File: config.mk
export PLATFORM = sky130hd
export DESIGN_NAME = fp_pipe_unit
export DESIGN_NICKNAME = d
export VERILOG_FILES = /design/src/verilog/fp_pipe_unit.v
export VERILOG_INCLUDE_DIRS = /design/src /design/src/verilog
export SDC_FILE = /design/constraint.sdc
export NUM_CORES = 2
export LEC_CHECK = 0
export BUFFER_PORTS_ARGS = -buffer_cell sky130_fd_sc_hd__buf_2
export CORE_MARGIN = 2
export CORE_UTILIZATION = 40
export CTS_CLUSTER_SIZE = 20
export DETAILED_ROUTE_END_ITERATION = 10
export HOLD_SLACK_MARGIN = 0.08
export PLACE_DENSITY_LB_ADDON = 0.3
export SYNTH_ARGS = -nofsm -noshare
export SYNTH_HDL_FRONTEND = slang
export SYNTH_SLANG_ARGS = --single-unit
File: constraint.sdc
create_clock -name clk_i -period 30.6 [get_ports clk_i]
set_input_delay 9.18 -clock clk_i [delete_from_list [all_inputs] [get_ports clk_i]]
set_output_delay 9.18 -clock clk_i [all_outputs]
set_load 0.05 [all_outputs]
File: src/verilog/fp_pipe_map.vh
`ifndef FP_PIPE_MAP_VH
`define FP_PIPE_MAP_VH
`define CTRL_OFF 8'h00
`define STAT_OFF 8'h04
`define CTRL_FLOW_BIT 0
`define CTRL_FAST_BIT 1
`define CTRL_RM_LSB 2
`define CTRL_RST 4'h0
`define RESP_OKAY 2'h0
`define RESP_SLVERR 2'h2
`define FN_ADD 3'h0
`define FN_SUB 3'h1
`define FN_MUL 3'h2
`define FN_ABS 3'h3
`define FN_FIX2FLT 3'h4
`define FN_FLT2FIX 3'h5
`define RM_NEAR 2'h0
`define RM_ZERO 2'h1
`define RM_PINF 2'h2
`define RM_NINF 2'h3
`define EXC_INV 4'h8
`define EXC_OVF 4'h4
`define EXC_UNF 4'h2
`define EXC_INX 4'h1
`define QNAN 32'h7FC00000
`define MAX_FIN 31'h7F7FFFFF
`define FIX_POS_SAT 32'h007FFFFF
`define FIX_NEG_SAT 32'hFF800000
`define EXP_BIAS 12'h07F
`define FIX_EXP 12'h096
`define EXP_MAX 12'h0FF
`define REC_W 101
`define TOK_W 9
`define TOK_S1 1
`define TOK_S2 3
`define TOK_S3 5
`define TOK_OUT_FLOW 7
`define TOK_OUT_PIPE 8
`endif

File: src/verilog/fp_pipe_unit.v
`include "fp_pipe_map.vh"
`default_nettype none
module fp_pipe_unit (
   input wire clk_i,
   input wire rstn_i,
   input wire load_i,
   input wire [15:0] a_half_i,
   input wire [15:0] b_half_i,
   input wire [2:0] func_i,
   input wire unload_i,
   input wire out_en_i,
   output wire [15:0] res_o,
   output wire res_oe_o,
   output wire res_avail_o,
   output wire [3:0] exc_o,
   input wire [7:0] awaddr_i,
   input wire awvalid_i,
   output wire awready_o,
   input wire [31:0] wdata_i,
   input wire [3:0] wstrb_i,
   input wire wvalid_i,
   output wire wready_o,
   output wire [1:0] bresp_o,
   output wire bvalid_o,
   input wire bready_i,
   input wire [7:0] araddr_i,
   input wire arvalid_i,
   output wire arready_o,
   output wire [31:0] rdata_o,
   output wire [1:0] rresp_o,
   output wire rvalid_o,
   input wire rready_i
);

   // Right shift that folds every lost bit into bit 0
   function [47:0] shr_st;
      input [47:0] v;
      input [11:0] n;
      reg [47:0] r;
      begin
         if (n > 12'd47) begin
            shr_st = {47'h0, |v};
         end else begin
            r = v >> n;
            shr_st = {r[47:1], r[0] | ((r << n) != v)};
         end
      end
   endfunction

   function rnd;
      input [1:0] rm;
      input s;
      input lsb;
      input g;
      input st;
      begin
         case (rm)
            `RM_NEAR: rnd = g & (st | lsb);
            `RM_PINF: rnd = ~s & (g | st);
            `RM_NINF: rnd = s & (g | st);
            default: rnd = 1'b0;
         endcase
      end
   endfunction

   reg [3:0] ctrl_q;
   reg [3:0] sticky_q;
   reg [3:0] inflight_q;
   reg ld_ph_q;
   reg [15:0] a_hi_q;
   reg [15:0] b_hi_q;
   reg [2:0] f_hi_q;
   reg [31:0] ld_a_q;
   reg [31:0] ld_b_q;
   reg [2:0] ld_f_q;
   reg [1:0] ld_rm_q;
   reg ld_fast_q;
   reg [`TOK_W-1:0] tok_q;
   reg [`REC_W-1:0] st1_q;
   reg [`REC_W-1:0] st2_q;
   reg [35:0] st3_q;
   reg [35:0] st4_q;
   reg [31:0] out_word_q;
   reg [3:0] out_exc_q;
   reg res_avail_q;
   reg ul_ph_q;
   reg [15:0] res_q;
   reg res_oe_q;

   wire flow = ctrl_q[`CTRL_FLOW_BIT];

   // Load stage operand decode
   wire [7:0] ea = ld_a_q[30:23];
   wire [7:0] eb = ld_b_q[30:23];
   wire [23:0] ma = {|ea, ld_a_q[22:0]};
   wire [23:0] mb = {|eb, ld_b_q[22:0]};
   wire [7:0] xa = (ea == 8'h00) ? 8'h01 : ea;
   wire [7:0] xb = (eb == 8'h00) ? 8'h01 : eb;
   wire a_inf = (&ea) & ~|ld_a_q[22:0];
   wire b_inf = (&eb) & ~|ld_b_q[22:0];
   wire a_nan = (&ea) & |ld_a_q[22:0];
   wire b_nan = (&eb) & |ld_b_q[22:0];
   wire a_snan = a_nan & ~ld_a_q[22];
   wire b_snan = b_nan & ~ld_b_q[22];
   wire a_zero = ~|ld_a_q[30:0];
   wire b_zero = ~|ld_b_q[30:0];
   wire b_s = ld_b_q[31] ^ (ld_f_q == `FN_SUB);
   wire swap = ld_b_q[30:0] > ld_a_q[30:0];
   wire [7:0] d = swap ? xb - xa : xa - xb;
   wire [47:0] big = {1'b0, swap ? mb : ma, 23'h000000};
   wire [47:0] sml = shr_st({1'b0, swap ? ma : mb, 23'h000000}, {4'h0, d});
   wire [23:0] fix_mag = ld_a_q[23] ? 24'h000000 - ld_a_q[23:0] : ld_a_q[23:0];

   // Array stage 1: specials, alignment and add, product, conversion shift
   reg n_s;
   reg [11:0] n_e;
   reg [47:0] n_m;
   reg n_sp;
   reg [31:0] n_spv;
   reg n_inv;

   always @* begin
      n_s = ld_a_q[31];
      n_e = 12'h000;
      n_m = 48'h0;
      n_sp = 1'b0;
      n_spv = `QNAN;
      n_inv = 1'b0;
      case (ld_f_q)
         `FN_ADD, `FN_SUB: begin
            if (a_nan | b_nan) begin
               n_sp = 1'b1;
               n_inv = a_snan | b_snan;
            end else if (a_inf & b_inf & (ld_a_q[31] != b_s)) begin
               n_sp = 1'b1;
               n_inv = 1'b1;
            end else if (a_inf | b_inf) begin
               n_sp = 1'b1;
               n_spv = {a_inf ? ld_a_q[31] : b_s, 8'hFF, 23'h0};
            end else begin
               n_s = swap ? b_s : ld_a_q[31];
               n_e = {4'h0, swap ? xb : xa};
               n_m = (ld_a_q[31] == b_s) ? big + sml : big - sml;
               // Exact cancellation gives +0 except when rounding down
               if (n_m == 48'h0 && ld_a_q[31] != b_s) begin
                  n_s = (ld_rm_q == `RM_NINF);
               end
            end
         end
         `FN_MUL: begin
            n_s = ld_a_q[31] ^ ld_b_q[31];
            if (a_nan | b_nan) begin
               n_sp = 1'b1;
               n_inv = a_snan | b_snan;
            end else if ((a_inf & b_zero) | (b_inf & a_zero)) begin
               n_sp = 1'b1;
               n_inv = 1'b1;
            end else if (a_inf | b_inf) begin
               n_sp = 1'b1;
               n_spv = {n_s, 8'hFF, 23'h0};
            end else begin
               n_e = {4'h0, xa} + {4'h0, xb} - `EXP_BIAS;
               n_m = ma * mb;
            end
         end
         `FN_ABS: begin
            n_sp = 1'b1;
            n_spv = {1'b0, ld_a_q[30:0]};
         end
         `FN_FIX2FLT: begin
            n_s = ld_a_q[23];
            n_e = `FIX_EXP;
            n_m = {1'b0, fix_mag, 23'h000000};
         end
         `FN_FLT2FIX: begin
            if (a_nan | a_inf | ({4'h0, ea} > `FIX_EXP)) begin
               n_sp = 1'b1;
               n_inv = 1'b1;
               n_spv = (a_nan | ~ld_a_q[31]) ? `FIX_POS_SAT : `FIX_NEG_SAT;
            end else begin
               n_s = ld_a_q[31];
               if ({4'h0, xa} >= `EXP_BIAS) begin
                  n_m = {24'h000000, ma} << (xa - 8'h7F);
               end else begin
                  n_m = shr_st({24'h000000, ma}, `EXP_BIAS - {4'h0, xa});
               end
            end
         end
         default: begin
            n_sp = 1'b1;
            n_inv = 1'b1;
         end
      endcase
   end

   // Function and rounding controls ride along with each operand set
   wire [`REC_W-1:0] s1_rec = {ld_f_q, ld_rm_q, ld_fast_q, n_s, n_e, n_m, n_sp, n_spv, n_inv};

   // Array stage 2: renormalise so the leading one sits at bit 47
   wire [`REC_W-1:0] src2 = flow ? s1_rec : st1_q;
   wire [2:0] x_f;
   wire [1:0] x_rm;
   wire x_fast;
   wire x_s;
   wire [11:0] x_e;
   wire [47:0] x_m;
   wire x_sp;
   wire [31:0] x_spv;
   wire x_inv;
   assign {x_f, x_rm, x_fast, x_s, x_e, x_m, x_sp, x_spv, x_inv} = src2;

   reg [5:0] lz;
   reg [47:0] nz_m;
   reg [11:0] nz_e;
   integer i;

   always @* begin
      lz = 6'd0;
      for (i = 0; i < 48; i = i + 1) begin
         if (x_m[i]) begin
            lz = 6'd47 - i[5:0];
         end
      end
      nz_m = x_m;
      nz_e = x_e;
      if (!x_sp && x_f != `FN_FLT2FIX && x_m != 48'h0) begin
         nz_m = x_m << lz;
         nz_e = x_e + 12'h001 - {6'h00, lz};
      end
   end

   wire [`REC_W-1:0] s2_rec = {x_f, x_rm, x_fast, x_s, nz_e, nz_m, x_sp, x_spv, x_inv};

   // Array stage 3: denormalise, round, pack, flag
   wire [`REC_W-1:0] src3 = flow ? s2_rec : st2_q;
   wire [2:0] y_f;
   wire [1:0] y_rm;
   wire y_fast;
   wire y_s;
   wire [11:0] y_e;
   wire [47:0] y_m;
   wire y_sp;
   wire [31:0] y_spv;
   wire y_inv;
   assign {y_f, y_rm, y_fast, y_s, y_e, y_m, y_sp, y_spv, y_inv} = src3;

   reg [31:0] r_word;
   reg [3:0] r_exc;
   reg [47:0] dm;
   reg [24:0] rr;
   reg [23:0] fx;
   reg [11:0] ee;
   reg tiny;
   reg inx;
   reg ovf_inf;

   always @* begin
      r_word = y_spv;
      r_exc = y_inv ? `EXC_INV : 4'h0;
      dm = 48'h0;
      rr = 25'h0;
      fx = 24'h0;
      ee = 12'h000;
      tiny = 1'b0;
      inx = 1'b0;
      ovf_inf = (y_rm == `RM_NEAR) | ((y_rm == `RM_PINF) & ~y_s) | ((y_rm == `RM_NINF) & y_s);
      if (y_sp) begin
         r_word = y_spv;
      end else if (y_f == `FN_FLT2FIX) begin
         inx = y_m[22] | |y_m[21:0];
         rr = {1'b0, y_m[46:23]} + {24'h0, rnd(y_rm, y_s, y_m[23], y_m[22], |y_m[21:0])};
         if (y_s ? rr > 25'h0800000 : rr > 25'h07FFFFF) begin
            r_word = y_s ? `FIX_NEG_SAT : `FIX_POS_SAT;
            r_exc = `EXC_INV;
         end else begin
            fx = y_s ? 24'h000000 - rr[23:0] : rr[23:0];
            r_word = {{8{fx[23]}}, fx};
            r_exc = inx ? `EXC_INX : 4'h0;
         end
      end else if (y_m == 48'h0) begin
         r_word = {y_s, 31'h0};
      end else begin
         tiny = $signed(y_e) < $signed(12'h001);
         dm = tiny ? shr_st(y_m, 12'h001 - y_e) : y_m;
         ee = tiny ? 12'h000 : y_e;
         inx = dm[23] | |dm[22:0];
         if (tiny & y_fast & (y_f == `FN_MUL)) begin
            r_word = {y_s, 31'h0};
            r_exc = `EXC_UNF | `EXC_INX;
         end else begin
            rr = {1'b0, dm[47:24]} + {24'h0, rnd(y_rm, y_s, dm[24], dm[23], |dm[22:0])};
            if (rr[24]) begin
               ee = ee + 12'h001;
            end else if (ee == 12'h000 && rr[23]) begin
               ee = 12'h001;
            end
            if (ee >= `EXP_MAX) begin
               r_word = ovf_inf ? {y_s, 8'hFF, 23'h0} : {y_s, `MAX_FIN};
               r_exc = `EXC_OVF | `EXC_INX;
            end else begin
               r_word = {y_s, ee[7:0], rr[22:0]};
               r_exc = ((tiny & inx) ? `EXC_UNF : 4'h0) | (inx ? `EXC_INX : 4'h0);
            end
         end
      end
   end

   wire out_cap = flow ? tok_q[`TOK_OUT_FLOW] : tok_q[`TOK_OUT_PIPE];
   wire op_start = load_i & ~ld_ph_q;
   wire op_done = load_i & ld_ph_q;
   wire [3:0] exc_new = flow ? r_exc : st4_q[3:0];
   wire wr_go;
   wire [3:0] st_clr;

   // Datapath registers move on the rising clock edge; flowthrough mode bypasses the stage registers and reset clears them asynchronously
   always @(posedge clk_i or negedge rstn_i) begin
      if (!rstn_i) begin
         ld_ph_q <= 1'b0;
         a_hi_q <= 16'h0000;
         b_hi_q <= 16'h0000;
         f_hi_q <= 3'h0;
         ld_a_q <= 32'h0;
         ld_b_q <= 32'h0;
         ld_f_q <= 3'h0;
         ld_rm_q <= 2'h0;
         ld_fast_q <= 1'b0;
         tok_q <= {`TOK_W{1'b0}};
         st1_q <= {`REC_W{1'b0}};
         st2_q <= {`REC_W{1'b0}};
         st3_q <= 36'h0;
         st4_q <= 36'h0;
         out_word_q <= 32'h0;
         out_exc_q <= 4'h0;
         inflight_q <= 4'h0;
         res_avail_q <= 1'b0;
         ul_ph_q <= 1'b0;
         res_q <= 16'h0000;
         res_oe_q <= 1'b0;
         sticky_q <= 4'h0;
      end else begin
         if (load_i) begin
            ld_ph_q <= ~ld_ph_q;
            if (!ld_ph_q) begin
               a_hi_q <= a_half_i;
               b_hi_q <= b_half_i;
               f_hi_q <= func_i;
            end else begin
               ld_a_q <= {a_hi_q, a_half_i};
               ld_b_q <= {b_hi_q, b_half_i};
               ld_f_q <= f_hi_q;
               ld_rm_q <= ctrl_q[`CTRL_RM_LSB+1:`CTRL_RM_LSB];
               ld_fast_q <= ctrl_q[`CTRL_FAST_BIT];
            end
         end
         tok_q <= {tok_q[`TOK_W-2:0], op_done};
         // Each stage holds for two cycles, enough for a new pair every other cycle
         if (tok_q[`TOK_S1]) begin
            st1_q <= s1_rec;
         end
         if (tok_q[`TOK_S2]) begin
            st2_q <= s2_rec;
         end
         if (tok_q[`TOK_S3]) begin
            st3_q <= {r_word, r_exc};
         end
         // Hold slot: the next op reaches stage 3 before this one is unloaded
         if (tok_q[`TOK_S3+2]) begin
            st4_q <= st3_q;
         end
         if (out_cap) begin
            out_word_q <= flow ? r_word : st4_q[35:4];
            out_exc_q <= exc_new;
         end
         inflight_q <= inflight_q + {3'h0, op_start} - {3'h0, out_cap};
         res_avail_q <= out_cap | (res_avail_q & ~(unload_i & ul_ph_q));
         if (unload_i) begin
            ul_ph_q <= ~ul_ph_q;
            res_q <= ul_ph_q ? out_word_q[15:0] : out_word_q[31:16];
         end
         res_oe_q <= out_en_i;
         // A new flag beats a clear in the same cycle
         sticky_q <= (sticky_q & ~st_clr) | (out_cap ? exc_new : 4'h0);
      end
   end

   assign res_o = res_q;
   assign res_oe_o = res_oe_q;
   assign res_avail_o = res_avail_q;
   assign exc_o = out_exc_q;

   // Register slave: write address and data may arrive in either order
   reg aw_h_q;
   reg [7:0] aw_a_q;
   reg w_h_q;
   reg [31:0] w_d_q;
   reg [3:0] w_s_q;
   reg bvalid_q;
   reg [1:0] bresp_q;
   reg rvalid_q;
   reg [31:0] rdata_q;
   reg [1:0] rresp_q;

   assign wr_go = aw_h_q & w_h_q & ~bvalid_q;
   assign st_clr = (wr_go && aw_a_q == `STAT_OFF && w_s_q[0]) ? w_d_q[3:0] : 4'h0;
   assign awready_o = ~aw_h_q;
   assign wready_o = ~w_h_q;
   assign bvalid_o = bvalid_q;
   assign bresp_o = bresp_q;
   assign arready_o = ~rvalid_q;
   assign rvalid_o = rvalid_q;
   assign rdata_o = rdata_q;
   assign rresp_o = rresp_q;

   always @(posedge clk_i or negedge rstn_i) begin
      if (!rstn_i) begin
         aw_h_q <= 1'b0;
         aw_a_q <= 8'h00;
         w_h_q <= 1'b0;
         w_d_q <= 32'h0;
         w_s_q <= 4'h0;
         bvalid_q <= 1'b0;
         bresp_q <= `RESP_OKAY;
         rvalid_q <= 1'b0;
         rdata_q <= 32'h0;
         rresp_q <= `RESP_OKAY;
         ctrl_q <= `CTRL_RST;
      end else begin
         if (awvalid_i & ~aw_h_q) begin
            aw_h_q <= 1'b1;
            aw_a_q <= awaddr_i;
         end
         if (wvalid_i & ~w_h_q) begin
            w_h_q <= 1'b1;
            w_d_q <= wdata_i;
            w_s_q <= wstrb_i;
         end
         if (wr_go) begin
            aw_h_q <= 1'b0;
            w_h_q <= 1'b0;
            bvalid_q <= 1'b1;
            bresp_q <= (aw_a_q == `CTRL_OFF || aw_a_q == `STAT_OFF) ? `RESP_OKAY : `RESP_SLVERR;
            if (aw_a_q == `CTRL_OFF && w_s_q[0]) begin
               ctrl_q <= w_d_q[3:0];
            end
         end else if (bvalid_q & bready_i) begin
            bvalid_q <= 1'b0;
         end
         if (arvalid_i & ~rvalid_q) begin
            rvalid_q <= 1'b1;
            rresp_q <= `RESP_OKAY;
            case (araddr_i)
               `CTRL_OFF: rdata_q <= {28'h0, ctrl_q};
               `STAT_OFF: rdata_q <= {23'h0, res_avail_q, inflight_q, sticky_q};
               default: begin
                  rdata_q <= 32'h0;
                  rresp_q <= `RESP_SLVERR;
               end
            endcase
         end else if (rvalid_q & rready_i) begin
            rvalid_q <= 1'b0;
         end
      end
   end

endmodule
`default_nettype wire

Yosys cells after proc, flatten, opt, wreduce, memory -nomap -nowiden
Cells that the tools add are included.
{ "op_classes": {"addsub": 18, "n_mul": 1, "magnitude_cmp": 10, "n_eq_ne": 18, "n_shift": 8, "n_mux": 163, "n_bitwise": 66, "reduce_logical": 45} }
{ "ops": {"columns": ["cell", "count"], "rows": [
  ["$mux 48", 17],
  ["$mux 32", 13],
  ["$mux 6", 48],
  ["$mux 101", 2],
  ["$pmux 48 s4", 1],
  ["$mux 12", 11],
  ["$pmux 32 s4", 1],
  ["$mux 24", 5],
  ["$logic_not 48->1", 2],
  ["$shl 48x12->48", 2],
  ["$mux 31", 3],
  ["$reduce_or 23->1", 3],
  ["$reduce_or 31->1", 2],
  ["$mux 8", 7],
  ["$add 24x1->25", 2],
  ["$add 47x48->48", 1],
  ["$mul 24x24->48", 1],
  ["$ne 48x24->1", 1],
  ["$ne 48x47->1", 1],
  ["$ne 48x48->1", 1],
  ["$reduce_bool 48->1", 1],
  ["$reduce_or 48->1", 1],
  ["$shl 24x8->48", 1],
  ["$shl 48x6->48", 1],
  ["64 further kinds", 201]
]} }
{ "totals": {"reg_bits": 509, "in_bits": 97, "out_inout_bits": 63, "wordCells": 362} }

Depth between registers and ports, before layout
{ "depth": {"ltp_word": 105, "depth_mapped": 110, "mapped_depth_nobuf": 89} }

Worst setup path before layout
No wires, ideal clock.
{ "synth_timing": {"kind": "register to register", "from": "register ld_a_q[23]", "to": "register out_word_q[18]", "arrival_time_ns": 22.375, "required_ns": 30.522, "path_slack_ns": 8.147, "path_stages_with_launch": 101, "path_buffers": 28, "synth_period_minus_slack_ns": 22.453, "cell_sequence": "dfrtp_1 > clkbuf_1 > or4_1 > o21ai_2 > inv_2 > buf_2 > buf_1 > clkbuf_1 > buf_2 > buf_1 > ha_1 > fa_1 > buf_2 > buf_2 > buf_2 > mux2i_1 > mux2i_1 > nand2_1 > [65 not listed] > o21ai_0 > a21oi_1 > a211oi_1 > a21oi_1 > ha_1 > ha_1 > nand4b_2 > nor3_2 > a311o_1 > a211o_1 > a311o_1 > o41ai_4 > inv_2 > or3_1 > buf_4 > o2111ai_1 > nand2_1 > a21oi_1"} }
{ "synth_via": {"elab_chain_len": 100, "elab_cells_between_ends": 216} }
{ "synth_lines": {"columns": ["item", "line", "rtl"], "rows": [
  ["start, declared", "fp_pipe_unit.v:73", "reg [31:0] ld_a_q;"],
  ["start signal, assigned", "fp_pipe_unit.v:348", "ld_a_q <= {a_hi_q, a_half_i};"],
  ["$logic_not 8->1", "fp_pipe_unit.v:97", "wire [7:0] xa = (ea == 8'h00) ? 8'h01 : ea;"],
  ["$mux 8", "fp_pipe_unit.v:97", null],
  ["$sub 8x8->8", "fp_pipe_unit.v:109", "wire [7:0] d = swap ? xb - xa : xa - xb;"],
  ["$mux 8", "fp_pipe_unit.v:109", null],
  ["$shr 47x8->48", "fp_pipe_unit.v:44", "r = v >> n;"],
  ["$shl 48x8->48", "fp_pipe_unit.v:45", "shr_st = {r[47:1], r[0] | ((r << n) != v)};"],
  ["$ne 48x47->1", "fp_pipe_unit.v:45", null],
  ["$or 1x1->1", "fp_pipe_unit.v:45", null],
  ["[84 not listed]", null, null],
  ["$mux 12", "fp_pipe_unit.v:267", "if (y_sp) begin"],
  ["$ge 12x8->1 (no source line)", null, null],
  ["$mux 31", "fp_pipe_unit.v:297", "if (ee >= `EXP_MAX) begin"],
  ["$mux 31", "fp_pipe_unit.v:287", "if (tiny & y_fast & (y_f == `FN_MUL)) begin"],
  ["$mux 31", "fp_pipe_unit.v:280", "end else if (y_m == 48'h0) begin"],
  ["$mux 32", "fp_pipe_unit.v:269", "end else if (y_f == `FN_FLT2FIX) begin"],
  ["$mux 32 *", "fp_pipe_unit.v:267", null],
  ["$mux 32 *", "fp_pipe_unit.v:371", "out_word_q <= flow ? r_word : st4_q[35:4];"],
  ["end signal, assigned", "fp_pipe_unit.v:371", null],
  ["end, declared", "fp_pipe_unit.v:83", "reg [31:0] out_word_q;"]
]} }
Mark *: on every way between the ends. The rest lies on a longest branch, timed or not. The select of a mux whose other input is x is not followed.
A chain may end at the register's enable or synchronous reset.

Worst setup path after layout
{ "layout_timing": {"from": "register ld_a_q[23]", "to": "register out_word_q[14]"} }
Same word-level chain as after synthesis.

==> impl_summary.md <==
Setup path
Data on the critical path is required at its endpoint by between 30 and 40 ns. The sort of element at the start of the critical path is a flip-flop. The kind of critical path is flip-flop to flip-flop. The maximum cell stage delay along the critical path is 1.14 ns. Data arrives at the worst endpoint at about 29 ns. The largest individual stage delay along the critical path comes from the cell a221oi_1. The most common cell type on the critical path is buf_4.

The type of destination of the critical path is a flip-flop. The maximum net fanout on the critical path is 78.

Final layout
The number of nets in the finished design is 12230. The total of fill cells in the finished design is 21140. The count of non-filler cells in the finished layout is 14160.

The sequential cells in the finished layout cover a total of 12080 µm². The layout cell share with drive strength beyond 1 is 14.53%. The relative area change from synthesis to final layout is 11.23%.

The area taken by multi-input logic gates is 65080 µm².

Logic synthesis
Synthesis inferred 482 register bits. Yosys attributes the largest share of cell area to dfrtp_1, fa_1, nand2_1, ha_1, a21oi_1. The average instance in the mapped netlist occupies between 7 and 8 µm².

The instance count of the mapped netlist is between 10000 and 15000. The top cell type by total area after synthesis is dfrtp_1. The leading register cell type out of synthesis is dfrtp_1. Of all flip-flops after synthesis, the portion carrying an async set or reset was 100.0%. Yosys printed 0 warnings. Counting distinct cell types in the post-synthesis netlist gives 142. The share of the yosys chip area belonging to registers is 14.46%. The cell area after technology mapping is 83400 µm².

Yosys mapped a number of flops with a built-in enable equal to 0. The proportion of netlist area held by the largest area contributor is between 10% and 20%.

Drt
The count of nets left with antenna violations after detail routing is 0. In the routed design, unresolved DRC markers number 0. Wires add up to 494.8 mm. The ratio of routed vias to standard cells is 6.995. Dividing the detail-routed wire length by the instance count gives 34.95 µm. The total iterations of the first detailed-routing run is 10.

In this run, the number of DRC markers left after iteration 0 of detailed routing was 16800. The total via count after detailed routing is between 90000 and 100k.

Die
The overall die width is between 400 and 500 µm. The initial utilization of the core area, before any placement, comes to 40.28%. The floorplan step defined a core boundary enclosing slightly above 200000 µm². The number of top-level pins is 160. After floorplanning, the core was divided into 167 placement rows. The area of the die is 212200 µm². The y dimension of the die is about 460 µm.

Clock tree
Gates resized during post-CTS repair numbered 0. Counting the buffers created by CTS gives 56. The TritonCTS clock tree is built.

The clock-pin slew on the worst setup and hold paths is approximately 0.07 ns. Counting every sink on the clock net gives 482. At the later pin of the worst-skew pair, clock insertion delay measures 0.72 ns. CTS placed an instance of clkbuf_16 at the clock tree root. Once the clock tree was built, the setup fixing pass inserted 0 buffers. The longest clock path from root to sink contains 3 buffers. The H-tree was split into 2 levels. The count of hold buffers inserted by post-cts repair is 0.

GRT
The via count of the first global-routing pass is 92650. Entering global routing, the biggest net connects 140 pins. The first-pass GRT wire length is 696.0 mm.

The number of antenna violations at the first check in global routing is 33. The overall routing resource usage is 45.12%. The overflow left after global routing is 0.

Timing
Adding up every negative setup slack in the final design gives 0 ns. The count of endpoints failing hold in the final timing report is 0. Setup violations remaining at the end of the flow were counted as 0. Setup repair after global routing left no endpoint under its margin. In this run the tightest slew margin relative to its limit is -9.722%. The ratio of final minimum period to clock period is 91.73%. For the pin with the worst max-slew slack, the measured transition is about 1.6 ns. Static timing analysis puts the maximum clock frequency at 35.63 MHz. Between clock sinks in the finished design, the worst skew comes to 0.07048 ns. Subtracting the final worst setup slack from the clock period gives 28.07 ns. The final max-slew violation count was 12.

Run
The number of max-cap violations is 6.

Run status
The checks that failed: max-capacitance violations, max-slew violations. The flow ran to the end, but the final reports show violations.

Worst hold path
The min-delay analysis places its worst path in the category flip-flop to flip-flop.

Place
The routability congestion estimate is 1.069. The placed instance count is 14030. After legalization and detailed placement, the total HPWL measured 374.3 mm.

During placement, the flow inserted port buffers numbering 103.
-- path summary, 6_finish.rpt --
| path | startpoint | end | slack, ns | cells after the start |
|---|---|---|---|---|
| max | ld_a_q[23] | out_word_q[14] | 2.53 | 94 |
| min | tok_q[0] | tok_q[1] | 0.34 | 0 |
| max reg2reg | ld_a_q[23] | out_word_q[14] | 2.53 | 94 |
| min reg2reg | tok_q[0] | tok_q[1] | 0.34 | 0 |
| max in group asynchronous | rstn_i | tok_q[8] | 18.16 | 5 |
| min in group asynchronous | rstn_i | st1_q[50] | 8.54 | 1 |
-- through the flow --
step | area, µm² | utilization, % | hold WS [ns] | worst slack [ns]
4_1_cts | 92720 | 44.77 | 0.3482 | 3.699
3_5_place_dp | 90710 | 43.81 | 0.3362 | 3.891
6_report | 92770 | 44.80 | 0.3440 | 2.532
5_1_grt | 92720 | 44.78 | 0.3608 | 1.934
2_1_floorplan | 83490 | - | 0.3312 | 8.147
3_3_place_gp | 90710 | 43.81 | 0.3329 | 3.996
-- worst max-delay path: cells and delay by family (launching register included) --
kind                     cells  cell delay (ns)
AO/OA/AOI/OAI               45            13.58
AND/OR/NAND/NOR             20             5.89
buffers and inverters       19             5.12
adder cells (fa/ha/maj)      7             2.09
XOR/XNOR                     2             0.42
flip-flops                   1             0.36
multiplexers                 1             0.21
-- registers in the layout, indices dropped and copies added (netlist names), 8 cells and up --
signal      cells
st2_q         101
st1_q          99
st3_q          36
st4_q          36
ld_a_q         32
ld_b_q         32
out_word_q     32
a_hi_q         16
b_hi_q         16
res_o          16
rdata_o         9
tok_q           9
aw_a_q          8
-- layer usage --
metal | wire (µm) | share of wire, % | GRT usage [%]
met5 | 232 | 0.047 | 0
met4 | 29370 | 5.9 | 20.65
met3 | 73910 | 15 | 17.51
met2 | 194300 | 39 | 62.48
met1 | 197000 | 40 | 61.15
-- cell usage after synthesis (all sizes together) (114+ instances only) --
| library cell | instances |
|---|---|
| buf | 302 |
| dfrtp | 482 |
| nand3 | 275 |
| a22oi | 114 |
| nand2 | 1332 |
| xnor2 | 147 |
| mux2 | 238 |
| nor3 | 348 |
| nor4 | 128 |
| fa | 488 |
| o211ai | 201 |
| mux2i | 288 |
| inv | 761 |
| a31oi | 173 |
| and2 | 235 |
| a221oi | 118 |
| clkbuf | 606 |
| ha | 339 |
| nor2 | 1011 |
| a21oi | 835 |
| a211oi | 172 |
| o21ai | 728 |
| o22ai | 151 |
-- logic make-up (layout without fill, tap and decap cells) --
family	after synthesis	after routing	share of synthesized area, %
AOI/OAI and AO/OA	3577	3577	29.22
and+or+nand+nor	3836	3836	21.46
muxes	566	566	7.777
adders and majority gates	827	827	16.80
buffers and inverters	1686	1836	8.146
xor gates and xnor gates	201	201	2.129
other	1	45	0.004496
DFF	482	482	14.46
-- cell type report --
type                    instances  area share (%)
diodes                         20         0.05395
flip-flops and latches        482           13.02
multi-input cells            9032           70.15
inverters                     778           3.155
clock buffers                  79           1.766
repair buffers                954           7.696
clock inverters                25          0.3979
well taps                    2788           3.760
-- cell usage in the layout, fill, tap and decap left out, types with 50 or more instances in the layout --
| master | synthesis | final |
|---|---|---|
| dfrtp_1 | 482 | 475 |
| nor2_1 | 1002 | 988 |
| a22oi_1 | 111 | 110 |
| nand4_1 | 108 | 108 |
| buf_2 | 131 | 102 |
| and3_1 | 50 | 50 |
| and2_1 | 228 | 229 |
| nand3_1 | 271 | 271 |
| nor4_1 | 120 | 116 |
| nand2_1 | 1328 | 1326 |
| mux2i_1 | 282 | 280 |
| o21a_1 | 62 | 62 |
| a31oi_1 | 171 | 170 |
| a211oi_1 | 156 | 155 |
| o21ai_1 | 59 | 56 |
| a221oi_1 | 107 | 107 |
| buf_4 | 48 | 833 |
| a21o_1 | 102 | 102 |
| o22ai_1 | 148 | 147 |
| o32ai_1 | 51 | 50 |
| nor2b_1 | 67 | 64 |
| clkbuf_16 | 0 | 56 |
| o21ai_0 | 662 | 660 |
| o221ai_1 | 103 | 103 |
| fa_1 | 488 | 486 |
| mux2_2 | 237 | 237 |
| a21oi_1 | 823 | 817 |
| xnor2_1 | 145 | 131 |
| or3_1 | 72 | 72 |
| xor2_1 | 54 | 53 |
| nor3_1 | 334 | 332 |
| o211ai_1 | 197 | 197 |
| o31ai_1 | 102 | 100 |
| ha_1 | 339 | 337 |
| inv_1 | 747 | 742 |
Power is left out: the tool's default activity adds up to more than one toggle a clock period on the data nets, which glitch-free logic cannot reach.
